## config.mk

```make
export PLATFORM = sky130hd
export DESIGN_NAME = acr_top
export DESIGN_NICKNAME = d
export VERILOG_FILES = /design/src/rtl/acr_pkg.sv /design/src/rtl/acr_pin_sync.sv /design/src/rtl/acr_top.sv
export VERILOG_INCLUDE_DIRS = /design/src /design/src/rtl
export SDC_FILE = /design/constraint.sdc
export NUM_CORES = 1
export LEC_CHECK = 0
export BUFFER_PORTS_ARGS = -buffer_cell sky130_fd_sc_hd__clkbuf_2
export CAP_MARGIN = 20
export CELL_PAD_IN_SITES_DETAIL_PLACEMENT = 1
export CELL_PAD_IN_SITES_GLOBAL_PLACEMENT = 1
export CORE_MARGIN = 1.5
export CORE_UTILIZATION = 45
export DETAILED_ROUTE_END_ITERATION = 8
export PLACE_DENSITY_LB_ADDON = 0.1
export SYNTH_ARGS = -nofsm -noshare
export SYNTH_HDL_FRONTEND = slang
export SYNTH_SLANG_ARGS = --single-unit
```

## constraint.sdc

```tcl
create_clock -name CLK -period 2.3 [get_ports CLK]
set_input_delay 0.46 -clock CLK [delete_from_list [all_inputs] [get_ports CLK]]
set_output_delay 0.46 -clock CLK [all_outputs]
set_load 0.02 [all_outputs]
```

## src/rtl/acr_cfg.svh

```systemverilog
// constants of the converter control register bank
`ifndef ACR_CFG_SVH
`define ACR_CFG_SVH
// ---------------------------------------------------------------
// register addresses and reset values
// ---------------------------------------------------------------
`define ACR_ADDR_CTRL    16'h0001
`define ACR_ADDR_GAIN    16'h0004
`define ACR_ADDR_THR     16'h0005
`define ACR_CTRL_RST     16'h0000
`define ACR_GAIN_RST     16'hA000
`define ACR_THR_RST      16'hCCCC
`define ACR_CTRL_MASK    16'h6A8F
`define ACR_SEL_CLR_MASK 16'h8700
// ---------------------------------------------------------------
// control bit positions
// ---------------------------------------------------------------
`define ACR_B_RD_THR     14
`define ACR_B_RD_GAIN    13
`define ACR_B_RD_STAT    11
`define ACR_B_SYNC       9
`define ACR_B_BYPASS     7
`define ACR_B_SLEEP      3
`define ACR_B_ECO        2
`define ACR_B_REFOFF     1
`define ACR_B_INSTAGE    0
// ---------------------------------------------------------------
// status word layout
// ---------------------------------------------------------------
`define ACR_STAT_FIXED   16'h4840
`define ACR_S_PART       15
`define ACR_S_VALID      10
`define ACR_S_ECO        9
`define ACR_S_OVR        8
`define ACR_S_REFOFF     4
`define ACR_S_INSTAGE    3
`define ACR_S_DEC        0
// ---------------------------------------------------------------
// frame and timing counts
// ---------------------------------------------------------------
`define ACR_FRAME_LAST   6'd31
`define ACR_FRAME_BITS   6'd32
`define ACR_SETTLE_DEF   8192
`define ACR_CONV_BITS    24
`endif

```

## src/rtl/acr_pkg.sv

```systemverilog
// types of the converter control register bank
package acr_pkg;
    typedef enum logic [1:0] {
        ACR_SRC_CONV,
        ACR_SRC_THR,
        ACR_SRC_GAIN,
        ACR_SRC_STAT
    } acr_src_type;
endpackage

```

## src/rtl/acr_pin_sync.sv

```systemverilog
// three-stage pin synchroniser with agreement filter
`timescale 1ns/1ps
module acr_pin_sync #(
    parameter logic RST_VAL = 1'b1
) (
    input  wire logic clk,
    input  wire logic rst,
    input  wire logic pin,
    output logic      level
);
    logic s1_reg;
    logic s2_reg;
    logic s3_reg;

    always_ff @(posedge clk) begin
        if (rst) begin
            s1_reg <= RST_VAL;
            s2_reg <= RST_VAL;
            s3_reg <= RST_VAL;
        end else begin
            s1_reg <= pin;
            s2_reg <= s1_reg;
            s3_reg <= s2_reg;
        end
    end

    always_ff @(posedge clk) begin
        if (rst) begin
            level <= RST_VAL;
        end else if (s2_reg == s3_reg) begin
            level <= s3_reg;
        end
    end
endmodule

```

## src/rtl/acr_top.sv

```systemverilog
// converter control register bank with serial write and read frames
// Functional notes
// - after start-up output is readable with default gain and threshold
// - data invalid until settling elapses, then data-valid flag sets
// - gain and threshold registers writable and readable after start-up
// - write is address word then 16-bit data stored at that address
// - control register at address 0x0001, reset value 0x0000
// - control bits: selects 14,13,11, sync 9, bypass 7, sleep/eco/ref/amp 3..0
// - control writes steer reference buffer, amplifier and power-down
// - readback selects and sync bit clear themselves after taking effect
// - readback select substitutes the chosen register in the next read frame
// - sleep bit powers down without reset; writing zero wakes the converter
`timescale 1ns/1ps
`include "acr_cfg.svh"
module acr_top #(
    parameter int             SETTLE_CYCLES = `ACR_SETTLE_DEF,
    parameter logic           PART_BIT      = 1'b0
) (
    input  wire logic         CLK,
    input  wire logic         SYS_RST,
    input  wire logic         RESET_N,
    input  wire logic         SYNC_N,
    input  wire logic         FSI_N,
    input  wire logic         SDI,
    input  wire logic [23:0]  CONV_RESULT,
    input  wire logic         CONV_STROBE,
    input  wire logic         OVR_IN,
    input  wire logic         DEC_SEL,
    output logic              SCO,
    output logic              SDO,
    output logic              FSO_N,
    output logic [15:0]       GAIN_VALUE,
    output logic [15:0]       THRESHOLD_VALUE,
    output logic              SLEEP_REQUEST,
    output logic              ECONOMY_OPERATION,
    output logic              REF_BUF_DISABLE,
    output logic              REF_BYPASS,
    output logic              INPUT_STAGE_DISABLE,
    output logic              FILTER_SYNC,
    output logic              DATA_VALID_FLAG
);
    // ---------------------------------------------------------------
    // pin synchronisers and internal reset
    // ---------------------------------------------------------------
    logic        reset_n_s;
    logic        sync_n_s;
    logic        fsi_n_s;
    logic        sdi_s;
    logic        rst_int;
    logic        sync_n_prev_reg;
    logic [15:0] ctrl_reg;
    logic        sco_reg;
    logic [5:0]  rx_cnt_reg;
    logic [30:0] rx_sh_reg;
    logic        wr_strobe;
    logic [31:0] wr_word;
    logic        wr_ctrl;
    logic        sync_evt;
    logic [31:0] settle_cnt_reg;
    logic        tx_busy_reg;
    logic [5:0]  tx_cnt_reg;
    logic [31:0] tx_sh_reg;
    logic        frame_load;
    logic [15:0] stat_word;
    logic [31:0] frame_word;
    acr_pkg::acr_src_type src;

    acr_pin_sync #(.RST_VAL(1'b1)) u_rst_sync  (.clk(CLK), .rst(SYS_RST), .pin(RESET_N), .level(reset_n_s));
    acr_pin_sync #(.RST_VAL(1'b1)) u_sync_sync (.clk(CLK), .rst(SYS_RST), .pin(SYNC_N),  .level(sync_n_s));
    acr_pin_sync #(.RST_VAL(1'b1)) u_fsi_sync  (.clk(CLK), .rst(SYS_RST), .pin(FSI_N),   .level(fsi_n_s));
    acr_pin_sync #(.RST_VAL(1'b0)) u_sdi_sync  (.clk(CLK), .rst(SYS_RST), .pin(SDI),     .level(sdi_s));

    // reset pin sampled on the master clock
    assign rst_int = SYS_RST | ~reset_n_s;

    // ---------------------------------------------------------------
    // serial clock and write frame receiver
    // ---------------------------------------------------------------
    always_ff @(posedge CLK) begin
        if (rst_int) begin
            sco_reg <= 1'b0;
        end else begin
            sco_reg <= ~sco_reg;
        end
    end

    always_ff @(posedge CLK) begin
        if (rst_int) begin
            rx_cnt_reg <= 6'd0;
            rx_sh_reg  <= 31'd0;
        end else if (sco_reg) begin
            if (fsi_n_s) begin
                rx_cnt_reg <= 6'd0;
            end else begin
                rx_sh_reg <= {rx_sh_reg[29:0], sdi_s};
                if (rx_cnt_reg != `ACR_FRAME_BITS) begin
                    rx_cnt_reg <= rx_cnt_reg + 6'd1;
                end
            end
        end
    end

    // address word then data word
    assign wr_word   = {rx_sh_reg, sdi_s};
    assign wr_strobe = sco_reg & ~fsi_n_s & (rx_cnt_reg == `ACR_FRAME_LAST);
    assign wr_ctrl   = wr_strobe & (wr_word[31:16] == `ACR_ADDR_CTRL);

    // ---------------------------------------------------------------
    // register bank
    // ---------------------------------------------------------------
    always_ff @(posedge CLK) begin
        if (rst_int) begin
            ctrl_reg <= `ACR_CTRL_RST;
        end else if (wr_ctrl) begin
            ctrl_reg <= wr_word[15:0] & `ACR_CTRL_MASK;
        end else begin
            if (ctrl_reg[`ACR_B_SYNC]) begin
                ctrl_reg[`ACR_B_SYNC] <= 1'b0;
            end
            if (frame_load) begin
                ctrl_reg[`ACR_B_RD_THR:`ACR_B_RD_STAT] <= 4'd0;
            end
        end
    end

    always_ff @(posedge CLK) begin
        if (rst_int) begin
            GAIN_VALUE      <= `ACR_GAIN_RST;
            THRESHOLD_VALUE <= `ACR_THR_RST;
        end else if (wr_strobe) begin
            if (wr_word[31:16] == `ACR_ADDR_GAIN) begin
                GAIN_VALUE <= wr_word[15:0];
            end else if (wr_word[31:16] == `ACR_ADDR_THR) begin
                THRESHOLD_VALUE <= wr_word[15:0];
            end
        end
    end

    // control bits drive the analog blocks; sleep keeps all state
    assign SLEEP_REQUEST       = ctrl_reg[`ACR_B_SLEEP];
    assign ECONOMY_OPERATION   = ctrl_reg[`ACR_B_ECO];
    assign REF_BUF_DISABLE     = ctrl_reg[`ACR_B_REFOFF];
    assign REF_BYPASS          = ctrl_reg[`ACR_B_BYPASS];
    assign INPUT_STAGE_DISABLE = ctrl_reg[`ACR_B_INSTAGE];

    // ---------------------------------------------------------------
    // synchronisation and filter settling
    // ---------------------------------------------------------------
    always_ff @(posedge CLK) begin
        if (rst_int) begin
            sync_n_prev_reg <= 1'b1;
            FILTER_SYNC     <= 1'b0;
        end else begin
            sync_n_prev_reg <= sync_n_s;
            FILTER_SYNC     <= sync_evt;
        end
    end

    assign sync_evt = ctrl_reg[`ACR_B_SYNC] | (sync_n_prev_reg & ~sync_n_s);

    always_ff @(posedge CLK) begin
        if (rst_int || sync_evt) begin
            settle_cnt_reg  <= 32'd0;
            DATA_VALID_FLAG <= 1'b0;
        end else if (!SLEEP_REQUEST && !DATA_VALID_FLAG) begin
            if (settle_cnt_reg == 32'(SETTLE_CYCLES - 1)) begin
                DATA_VALID_FLAG <= 1'b1;
            end else begin
                settle_cnt_reg <= settle_cnt_reg + 32'd1;
            end
        end
    end

    // ---------------------------------------------------------------
    // read frame transmitter
    // ---------------------------------------------------------------
    assign stat_word = `ACR_STAT_FIXED
                     | (16'(PART_BIT) << `ACR_S_PART)
                     | (16'(DATA_VALID_FLAG) << `ACR_S_VALID)
                     | (16'(ctrl_reg[`ACR_B_ECO]) << `ACR_S_ECO)
                     | (16'(OVR_IN) << `ACR_S_OVR)
                     | (16'(ctrl_reg[`ACR_B_REFOFF]) << `ACR_S_REFOFF)
                     | (16'(ctrl_reg[`ACR_B_INSTAGE]) << `ACR_S_INSTAGE)
                     | (16'(DEC_SEL) << `ACR_S_DEC);

    always_comb begin
        if (ctrl_reg[`ACR_B_RD_THR]) begin
            src = acr_pkg::ACR_SRC_THR;
        end else if (ctrl_reg[`ACR_B_RD_GAIN]) begin
            src = acr_pkg::ACR_SRC_GAIN;
        end else if (ctrl_reg[`ACR_B_RD_STAT]) begin
            src = acr_pkg::ACR_SRC_STAT;
        end else begin
            src = acr_pkg::ACR_SRC_CONV;
        end
    end

    always_comb begin
        case (src)
            acr_pkg::ACR_SRC_THR:  frame_word = {THRESHOLD_VALUE, 16'h0000};
            acr_pkg::ACR_SRC_GAIN: frame_word = {GAIN_VALUE, 16'h0000};
            acr_pkg::ACR_SRC_STAT: frame_word = {stat_word, 16'h0000};
            default:               frame_word = {CONV_RESULT, DATA_VALID_FLAG, OVR_IN, 6'h00};
        endcase
    end

    // a write frame overrides any read
    assign frame_load = CONV_STROBE & ~sco_reg & ~tx_busy_reg & fsi_n_s & ~SLEEP_REQUEST;

    always_ff @(posedge CLK) begin
        if (rst_int || !fsi_n_s) begin
            tx_busy_reg <= 1'b0;
            tx_cnt_reg  <= 6'd0;
            tx_sh_reg   <= 32'd0;
            SDO         <= 1'b0;
            FSO_N       <= 1'b1;
        end else if (frame_load) begin
            tx_busy_reg <= 1'b1;
            tx_cnt_reg  <= `ACR_FRAME_LAST;
            tx_sh_reg   <= {frame_word[30:0], 1'b0};
            SDO         <= frame_word[31];
            FSO_N       <= 1'b0;
        end else if (tx_busy_reg && !sco_reg) begin
            if (tx_cnt_reg == 6'd0) begin
                tx_busy_reg <= 1'b0;
                FSO_N       <= 1'b1;
                SDO         <= 1'b0;
            end else begin
                tx_cnt_reg <= tx_cnt_reg - 6'd1;
                SDO        <= tx_sh_reg[31];
                tx_sh_reg  <= {tx_sh_reg[30:0], 1'b0};
            end
        end
    end

    assign SCO = sco_reg;
endmodule

```

==> results of run 1 <==
[worst min path at each step]
stage	start	to	slack, ns	depth (start not counted)
global route	SYNC_N	u_sync_sync.s1_reg	0.21	2
global placement	u_sync_sync.s1_reg	u_sync_sync.s2_reg	0.39	1
CTS	SYNC_N	u_sync_sync.s1_reg	0.20	2
floorplan	u_fsi_sync.s1_reg	u_fsi_sync.s2_reg	0.39	1
detailed placement	u_sync_sync.s1_reg	u_sync_sync.s2_reg	0.40	1
finish	SYNC_N	u_sync_sync.s1_reg	0.22	2
[placed cells by master (no fill, tap or decap), types with 17 or more instances in the layout]
cell       instances
nand3_1           19
dfxtp_1          164
clkbuf_2          74
buf_4             26
nor2_1            82
clkbuf_16         17
mux2i_1           57
nand2_1          100
a211oi_1          40
a21oi_1           71
[synth_stat cells (all sizes together) (3+ instances only)]
cell,number
nand2b,3
dfxtp,164
nand2,100
a21oi,71
a211o,3
a22oi,7
o21bai,3
or2,11
nor3,13
and4,6
or3,4
xor2,10
o21ai,10
nor2,82
ha,5
a211oi,40
inv,16
o221ai,3
buf,17
nor4b,3
mux2i,57
or4,7
o22ai,4
a31o,3
and3,6
o31ai,7
o211ai,4
nor2b,12
nand3,20
xnor2,14
a221oi,3
clkbuf,34
nor4,13
and2,6
nand4,14
[area by class of cell]
class	instances	area share
Multi-Input combinational cell	559	0.425
Timing Repair Buffer	101	0.0709
Clock inverter	14	0.0141
Clock buffer	18	0.0532
Sequential cell	164	0.397
Inverter	16	0.00727
Tap cell	211	0.0320
[kinds of logic (layout without fill, tap and decap cells)]
| family | Yosys count | in the layout | share of synthesized area |
|---|---|---|---|
| muxes | 57 | 57 | 0.0808 |
| xor gates and xnor gates | 24 | 24 | 0.0298 |
| buffers and inverters | 67 | 149 | 0.0404 |
| and+or+nand+nor | 306 | 306 | 0.219 |
| AOI/OAI and AO/OA | 167 | 167 | 0.156 |
| DFF | 164 | 164 | 0.465 |
| adders and majority gates | 5 | 5 | 0.00886 |
[metal layers]
layer / vias up / wire length, µm
met5: - / 0
met4: 0 / 198
met3: 15 / 641
met2: 105 / 9260
met1: 2979 / 9130
li1: 2950 / -
[power breakdown]
| group | internal, mW | total (mW) | switching, mW |
|---|---|---|---|
| clock | 1.44 | 2.68 | 1.25 |
| sequential | 2.92 | 2.97 | 0.0513 |
| combinational | 0.166 | 0.401 | 0.235 |
| total | 4.52 | 6.05 | 1.53 |
==> key figures, run 1 <==
Critical path
  • R2r endpoint: settle_cnt_reg[6]
  • Worst Setup SP: settle_cnt_reg[0]
  • Cell chain of the critical path: ha_1 > nand4_1 > or4_4 > o31ai_4 > or4_1 > nand2_1
  • Max Fanout on Critical Path: 6
  • Worst R2R Setup Slack: 0.12 ns
  • Worst r2r path cells: 6
  • Worst Path Arrival: 2.48 ns
  • Type of the worst setup path: flop to flop
  • CP peak stage delay: 0.54 ns
  • CP top delay family: simple AND/OR/NAND/NOR gates
  • Critical path buffer and inverter count: 0
  • Worst setup EP type: flop
  • Slowest-stage cell, CP: or4_4
  • Critical Path End: settle_cnt_reg[6]
  • Worst Path Required: 2.60 ns
  • Levels on crit path: 6
  • CP startpoint kind: flop
  • Worst reg2reg path startpoint: settle_cnt_reg[0]

Placement
  • Placed Area: 0.00771 mm²
  • Post-place setup slack: 0.149 ns
  • PortBufs: 74
  • GP Congestion: 0.859
  • Detail Placement HPWL: 13.4 mm
  • DP Cell Count: 1051

CTS
  • Post-cts sizing count: 0
  • Post-CTS setup buffers: 0
  • CTS tree: yes
  • CTS sink cnt: 164
  • CTS buffer count: 17
  • Clock-pin slew on the worst setup and hold paths: 0.07 ns
  • Clk Latency, worst-skew pair: 0.42 ns
  • Clk Tree Root Cell: clkbuf_16
  • Post-CTS Hold Fix Bufs: 0
  • H-tree levels: 4
  • Clock Tree Buf Depth: 2

Global routing
  • Global-route wire length before repair: 32.0 mm
  • Grt met3 use: 0.0451
  • Largest net degree at the start of global routing: 64
  • Number of global-route vias before repair: 6218
  • Initial antenna violation count: 0
  • Met1 GRT Util: 0.325
  • Met2 GRT Util: 0.415
  • Top Usage Layer GRT: met2
  • Congestion Overflow GR: 0
  • Gr usage total: 0.246

Power and ir drop
  • Leak: 3.29 nW
  • Worst vdd ir: 0.516 mV
  • Pwr/cell area: 733 mW/mm²
  • Overall power: 6.05 mW

Detailed routing
  • DR pass1 iterations: 4
  • Routed Wire Length: 19.2 mm
  • Via-per-instance ratio: 5.59
  • DR WL/cell: 17.8 µm
  • Vias: 6049
  • DR iter-0 viols: 281
  • ANT nets after route: 0
  • DRC violations left: 0

Status
  • Outcome: finished, final reports clean

Cells and area
  • Register area: 0.00328 mm²
  • Area of the multi-input gates: 0.00351 mm²
  • Post-layout util: 0.541
  • Fin area: 0.00826 mm²
  • Layout Cells excl Fill: 1083
  • Inserted Diodes: 0
  • Largest register FFs: 32
  • Nets: 897
  • Number of fill cells: 1768
  • Synth-to-Final Area Change: 17.0%
  • Layout cells sized above 1: 0.187

Synthesis
  • Synth area leader: dfxtp_1
  • Synth area leaders: dfxtp_1, mux2i_1, nand2_1
  • Post-synth top flop: dfxtp_1
  • Synth top area share: 0.465
  • Number of flops mapped to enable cells by yosys: 0
  • Register area share after synthesis: 0.465
  • Syn Area/Cell: 8.94 µm²
  • Syn Inst Count: 790
  • Cell variety after synth: 61
  • Yosys reg bits: 164
  • FFs w/ async S/R, synth: 0
  • Syn_nets: 828
  • Synthesized area: 0.00706 mm²
  • Ys Warns: 0

STA
  • Final setup skew: 0.0101 ns
  • Endpoints failing hold: 0
  • Fin crit period: 2.18 ns
  • Max Slew Vio Count: 0
  • Final setup margin: 0.117 ns
  • Slew HR: 0.510
  • Setup TNS: 0 ns
  • Final worst-path cycle share: 0.949
  • Final setup viols: 0
  • Hold WS: 0.221 ns
  • Maximum clock rate: 458 MHz
  • Worst slew pin tran: 0.732 ns
  • Setup repair after global routing missed its margin: false

Die
  • Die ar.: 0.0165 mm²
  • Core Region: 0.0153 mm²
  • Die Height: 128 µm
  • Num rows: 45
  • Die Width: 128 µm
  • Initial core utilization: 0.463
  • # IOs: 75

Worst hold path
  • Hold Crit Class: primary input to flop

Run
  • Max Cap Viol: 0
Note: power is estimated with default switching activity, not from simulation.
==> run 2: changes to the inputs <==
--- a/config.mk
+++ b/config.mk
@@ -6,13 +6,13 @@
 export SDC_FILE = /design/constraint.sdc
 export NUM_CORES = 1
 export LEC_CHECK = 0
-export BUFFER_PORTS_ARGS = -buffer_cell sky130_fd_sc_hd__clkbuf_2
 export CAP_MARGIN = 20
 export CELL_PAD_IN_SITES_DETAIL_PLACEMENT = 1
 export CELL_PAD_IN_SITES_GLOBAL_PLACEMENT = 1
 export CORE_MARGIN = 1.5
-export CORE_UTILIZATION = 45
+export CORE_UTILIZATION = 48
 export DETAILED_ROUTE_END_ITERATION = 8
+export DONT_BUFFER_PORTS = 1
 export PLACE_DENSITY_LB_ADDON = 0.1
 export SYNTH_ARGS = -nofsm -noshare
 export SYNTH_HDL_FRONTEND = slang
==> run 2 against run 1 <==
Against the previous run: register-to-register slack improved by 0.03 ns; utilization rose by 0.21 points; fmax rose by 1.4%; sequential power barely moved; design area fell by 5.1%; clock power rose by 2%; clock skew rose by 0.00050 ns; die area fell by 6.1%; worst hold slack got worse by 0.13 ns; critical path depth did not move; wire length fell by 2.8%; final cell count fell by 9.7%; largest cell class unchanged.
==> key figures, run 2 (synthesized netlist as in run 1, its figures left out) <==
CTS
  • Post-CTS setup buffers: 0 (unchanged)
  • H-tree levels: 4 (unchanged)
  • Clock-pin slew on the worst setup and hold paths: 0.06 ns (about the same)
  • Clk Latency, worst-skew pair: 0.44 ns (+0.02 ns)
  • Clk Tree Root Cell: clkbuf_16
  • Post-cts sizing count: 0 (unchanged)
  • Clock Tree Buf Depth: 2 (unchanged)
  • CTS buffer count: 17 (unchanged)
  • CTS tree: yes
  • Post-CTS Hold Fix Bufs: 0 (unchanged)
  • CTS sink cnt: 164 (unchanged)

STA
  • Setup TNS: 0 ns (unchanged)
  • Setup repair after global routing missed its margin: false
  • Slew HR: 0.549 (+0.0393)
  • Worst slew pin tran: 0.676 ns (-0.0563 ns)
  • Final setup skew: 0.0106 ns (+0.000505 ns)
  • Final setup viols: 0 (unchanged)
  • Final setup margin: 0.148 ns (+0.0306 ns)
  • Endpoints failing hold: 0 (unchanged)
  • Fin crit period: 2.15 ns (-0.0306 ns)
  • Maximum clock rate: 465 MHz (+1.4%)
  • Final worst-path cycle share: 0.936 (-0.0133)
  • Max Slew Vio Count: 0 (unchanged)

Power and ir drop
  • P_sw: 1.47 mW (-4.0%)
  • Switching share of power: 0.243 (-0.0104)
  • Sequential Power Share: 0.490 (about the same)
  • Worst vdd ir: 0.678 mV (+31%)
  • P_int: 4.59 mW (+1.5%)
  • Leak: 2.97 nW (-9.8%)
  • Clk network pwr share: 0.453 (+0.010)
  • Pwr/cell area: 773 mW/mm² (+5.5%)
  • Comb power frac: 0.057 (-0.009)

Detailed routing
  • DR pass1 iterations: 4 (unchanged)
  • DR WL/cell: 19.1 µm (+7.7%)
  • Via-per-instance ratio: 5.88 (+5.2%)
  • Vias: 5746 (-5.0%)
  • Routed Wire Length: 18.7 mm (-2.8%)
  • ANT nets after route: 0 (unchanged)
  • DR iter-0 viols: 342 (+22%)
  • DRC violations left: 0 (unchanged)

Cells and area
  • Inserted Diodes: 0 (unchanged)
  • Most frequent cells in the layout: dfxtp_1, nand2_1, nor2_1, a21oi_1, mux2i_1
  • Largest register FFs: 32 (unchanged)
  • Synth-to-Final Area Change: 11.0%
  • Layout cells sized above 1: 0.106 (-0.0811)
  • Nets: 819 (-8.7%)
  • Most common cell after layout, fill and taps aside: dfxtp_1

Run
  • Max Cap Viol: 0 (unchanged)

Die
  • # IOs: 75 (unchanged)
  • Initial core utilization: 0.490 (+0.0268)
  • Die Height: 124 µm (-3.1%)
  • Die Width: 124 µm (-3.1%)
  • Die ar.: 0.0154 mm² (-6.1%)
  • Core Region: 0.0144 mm² (-5.5%)
  • Num rows: 44 (-2.2%)

Placement
  • Post-place setup slack: 0.197 ns (+0.0476 ns)
  • GP Congestion: 0.913 (+6.2%)
  • Detail Placement HPWL: 13.0 mm (-2.7%)
  • PortBufs: 0 (-100%)

Global routing
  • Global-route wire length before repair: 31.4 mm (-1.9%)
  • Congestion Overflow GR: 0 (unchanged)
  • Number of global-route vias before repair: 6070 (-2.4%)
  • Largest net degree at the start of global routing: 64 (unchanged)
  • Initial antenna violation count: 0 (unchanged)
  • Gr usage total: 0.252 (+0.00583)

Critical path
  • CP startpoint kind: flop
  • Worst Path Arrival: 2.47 ns (about the same)
  • Worst Path Required: 2.62 ns (+0.02 ns)
  • Worst setup EP type: flop
  • Type of the worst setup path: flop to flop
  • Max Fanout on Critical Path: 6 (unchanged)

Worst hold path
  • Hold Crit Class: primary input to flop

Status
  • Outcome: finished, final reports clean
[run 2: per-layer routing]
layer  GRT usage  up-vias  wire length (µm)
met2       0.403       83              8870
li1            -     2794                 -
met3      0.0833       28               910
met1       0.320     2841              8570
met4      0.0832        0               351
met5           0        -                 0
[run 2: per-stage QoR]
step	power, mW	instances	util	hold slack, ns	instance area, µm²
after global routing	6.29	978	0.544	0.0753	7840
after floorplan	3.28	790	-	0.389	7060
final	6.06	978	0.544	0.0950	7840
after CTS	6.12	978	0.544	0.0742	7840
after detailed placement	3.38	946	0.504	0.398	7270
after global placement	3.36	946	0.504	0.392	7270
[run 2: area by class of cell]
type	instances	area, µm²
fill	1640	6580
multi-input combinational	559	3510
sequential	164	3280
clock buffer	19	443
tap	184	230
timing repair buffer	23	185
clock inverter	13	125
inverter	16	60.1
[run 2: final timing paths]
| kind | to | start | slack, ns | depth (start not counted) |
|---|---|---|---|---|
| max | settle_cnt_reg[2] | settle_cnt_reg[0] | 0.15 | 6 |
| min | u_sdi_sync.s2_reg | SYS_RST | 0.09 | 1 |
| max reg2reg | settle_cnt_reg[2] | settle_cnt_reg[0] | 0.15 | 6 |
| min reg2reg | u_rst_sync.s2_reg | u_rst_sync.s1_reg | 0.40 | 1 |
[run 2: worst max-delay path, cell delays in order, from the launching register on]
cell and delay [ns]:
dfxtp_1 0.36, ha_1 0.31, nand4_1 0.25, or4_4 0.54, o311ai_1 0.35, xor2_1 0.17, nor2_1 0.05
[run 2: power by group through the flow]
stage          clock (mW)  sequential [mW]  combinational, mW
6_report             2.74             2.97              0.346
5_1_grt              2.92             2.98              0.386
2_1_floorplan           0             3.02              0.264
3_3_place_gp            0             3.03              0.333
3_5_place_dp            0             3.04              0.344
4_1_cts              2.80             2.97              0.349
==> run 3: changes to the inputs <==
--- a/config.mk
+++ b/config.mk
@@ -10,7 +10,7 @@
 export CELL_PAD_IN_SITES_DETAIL_PLACEMENT = 1
 export CELL_PAD_IN_SITES_GLOBAL_PLACEMENT = 1
 export CORE_MARGIN = 1.5
-export CORE_UTILIZATION = 48
+export CORE_UTILIZATION = 52
 export DETAILED_ROUTE_END_ITERATION = 8
 export DONT_BUFFER_PORTS = 1
 export PLACE_DENSITY_LB_ADDON = 0.1
==> constraint.sdc (replaced) <==
create_clock -name CLK -period 2.7 [get_ports CLK]
set_input_delay 0.54 -clock CLK [delete_from_list [all_inputs] [get_ports CLK]]
set_output_delay 0.54 -clock CLK [all_outputs]
set_load 0.02 [all_outputs]
==> run 3 against run 2 <==
Against the previous run: largest power group unchanged; fmax fell by 5.0%; critical path type unchanged; clock power fell by 11%; design area fell by 0.21%.
==> key figures, run 3 (synthesized netlist as in run 1, its figures left out) <==
Cells and area
  • Most frequent cells in the layout: dfxtp_1, nand2_1, nor2_1, a21oi_1, mux2i_1
  • Layout cells sized above 1: 0.101 (-0.00453)
  • Area of the multi-input gates: 0.00351 mm² (unchanged)
  • Register area: 0.00328 mm² (unchanged)
  • Number of fill cells: 1549 (-5.5%)
  • Inserted Diodes: 0 (unchanged)
  • Nets: 815 (-0.49%)
  • Layout Cells excl Fill: 966 (-1.2%)
  • Largest register FFs: 32 (unchanged)
  • Synth-to-Final Area Change: 10.8%
  • Most common cell after layout, fill and taps aside: dfxtp_1

Critical path
  • Max Fanout on Critical Path: 6 (unchanged)
  • Worst Path Required: 3.07 ns (+0.45 ns)
  • Type of the worst setup path: flop to flop
  • Worst setup EP type: flop
  • Worst Path Arrival: 2.64 ns (+0.17 ns)
  • CP startpoint kind: flop

CTS
  • Clk Latency, worst-skew pair: 0.43 ns (about the same)
  • Clk Tree Root Cell: clkbuf_16
  • CTS tree: yes
  • Post-cts sizing count: 0 (unchanged)
  • CTS buffer count: 17 (unchanged)
  • Post-CTS setup buffers: 0 (unchanged)
  • Clock-pin slew on the worst setup and hold paths: 0.06 ns (about the same)
  • CTS sink cnt: 164 (unchanged)
  • H-tree levels: 4 (unchanged)
  • Post-CTS Hold Fix Bufs: 0 (unchanged)
  • Clock Tree Buf Depth: 2 (unchanged)

Placement
  • GP Congestion: 0.795 (-13%)
  • PortBufs: 0 (unchanged)
  • DP Cell Count: 934 (-1.3%)
  • Detail Placement HPWL: 13.0 mm (-0.18%)
  • Post-place setup slack: 0.539 ns (+0.343 ns)

STA
  • Setup repair after global routing missed its margin: false
  • Slew HR: 0.468 (-0.0810)
  • Hold WS: 0.175 ns (+0.0799 ns)
  • Setup TNS: 0 ns (unchanged)
  • Endpoints failing hold: 0 (unchanged)
  • Maximum clock rate: 441 MHz (-5.0%)
  • Max Slew Vio Count: 0 (unchanged)
  • Worst slew pin tran: 0.790 ns (+0.114 ns)
  • Final setup skew: 0.00905 ns (-0.00153 ns)
  • Final worst-path cycle share: 0.839 (-0.0964)
  • Final setup viols: 0 (unchanged)
  • Final setup margin: 0.434 ns (+0.286 ns)
  • Fin crit period: 2.27 ns (+0.114 ns)

Die
  • Die ar.: 0.0143 mm² (-7.5%)
  • # IOs: 75 (unchanged)
  • Die Height: 120 µm (-3.8%)
  • Die Width: 120 µm (-3.8%)
  • Num rows: 42 (-4.5%)
  • Initial core utilization: 0.533 (+0.0437)
  • Core Region: 0.0132 mm² (-8.2%)

Detailed routing
  • DR WL/cell: 19.7 µm (+2.8%)
  • Vias: 5762 (+0.28%)
  • Via-per-instance ratio: 5.96 (+1.5%)
  • DR pass1 iterations: 4 (unchanged)
  • DRC violations left: 0 (unchanged)
  • Routed Wire Length: 19.0 mm (+1.5%)
  • DR iter-0 viols: 315 (-7.9%)
  • ANT nets after route: 0 (unchanged)

Run
  • Max Cap Viol: 0 (unchanged)

Power and ir drop
  • P_int: 4.01 mW (-13%)
  • Comb power frac: 0.057 (about the same)
  • Overall power: 5.26 mW (-13%)
  • Leak: 2.97 nW (about the same)
  • Sequential Power Share: 0.482 (-0.008)
  • Worst vdd ir: 0.425 mV (-37%)
  • Clk network pwr share: 0.462 (+0.009)
  • Pwr/cell area: 672 mW/mm² (-13%)
  • Switching share of power: 0.238 (-0.00414)
  • P_sw: 1.25 mW (-15%)

Global routing
  • Global-route wire length before repair: 31.0 mm (-1.1%)
  • Largest net degree at the start of global routing: 65 (+1.6%)
  • Gr usage total: 0.274 (+0.0221)
  • Congestion Overflow GR: 0 (unchanged)
  • Initial antenna violation count: 0 (unchanged)
  • Number of global-route vias before repair: 6001 (-1.1%)

Worst hold path
  • Hold Crit Class: primary input to flop

Status
  • Outcome: finished, final reports clean
==> run 3: cell count changes in the layout (fill, tap and decap cells not counted), sizes merged <==
cell	delta
bufinv	+1
buf	-4
clkinvlp	-1
==> run 3: cell type report <==
cell class | count | share of cell area
clock buffers | 19 | 0.0566
clock inverters | 13 | 0.0190
inverters | 16 | 0.00768
multi-input cells | 559 | 0.449
flip-flops and latches | 164 | 0.420
well taps | 176 | 0.0281
repair buffers | 19 | 0.0198
==> run 3: stage by stage <==
| step | area, µm² | utilization |
|---|---|---|
| floorplan | 7060 | - |
| global placement | 7230 | 0.546 |
| detailed placement | 7230 | 0.546 |
| CTS | 7820 | 0.591 |
| global route | 7820 | 0.591 |
| finish | 7820 | 0.591 |
==> run 3: worst paths after layout <==
check / start / endpoint / slack (ns) / cells past startpoint
setup reg to reg: settle_cnt_reg[0] / settle_cnt_reg[21] / 0.43 / 6
hold reg to reg: u_rst_sync.s1_reg / u_rst_sync.s2_reg / 0.41 / 1
hold / removal: SYS_RST / u_sdi_sync.level / 0.17 / 1
setup / recovery: settle_cnt_reg[0] / settle_cnt_reg[21] / 0.43 / 6
==> run 3: routing by layer <==
metal / global-route usage / vias up / wire, µm
met5: 0 / - / 0
met4: 0.0990 / 0 / 320
met3: 0.0732 / 26 / 866
met1: 0.353 / 2854 / 8660
li1: - / 2786 / -
met2: 0.443 / 96 / 9140
==> run 3: worst max-delay path, cell delays in order (launching register included) <==
cell and delay, ns:
dfxtp_1 0.36, ha_1 0.28, nand4_1 0.24, nor4_1 0.66, a311oi_2 0.30, a21oi_1 0.24
a31o_2 0.12
==> run 3: power groups by stage <==
stage / clock network (mW) / registers, mW / logic (mW)
2_1_floorplan: 0 / 2.57 / 0.225
3_3_place_gp: 0 / 2.58 / 0.277
3_5_place_dp: 0 / 2.59 / 0.292
4_1_cts: 2.46 / 2.53 / 0.300
5_1_grt: 2.55 / 2.54 / 0.330
6_report: 2.43 / 2.53 / 0.299
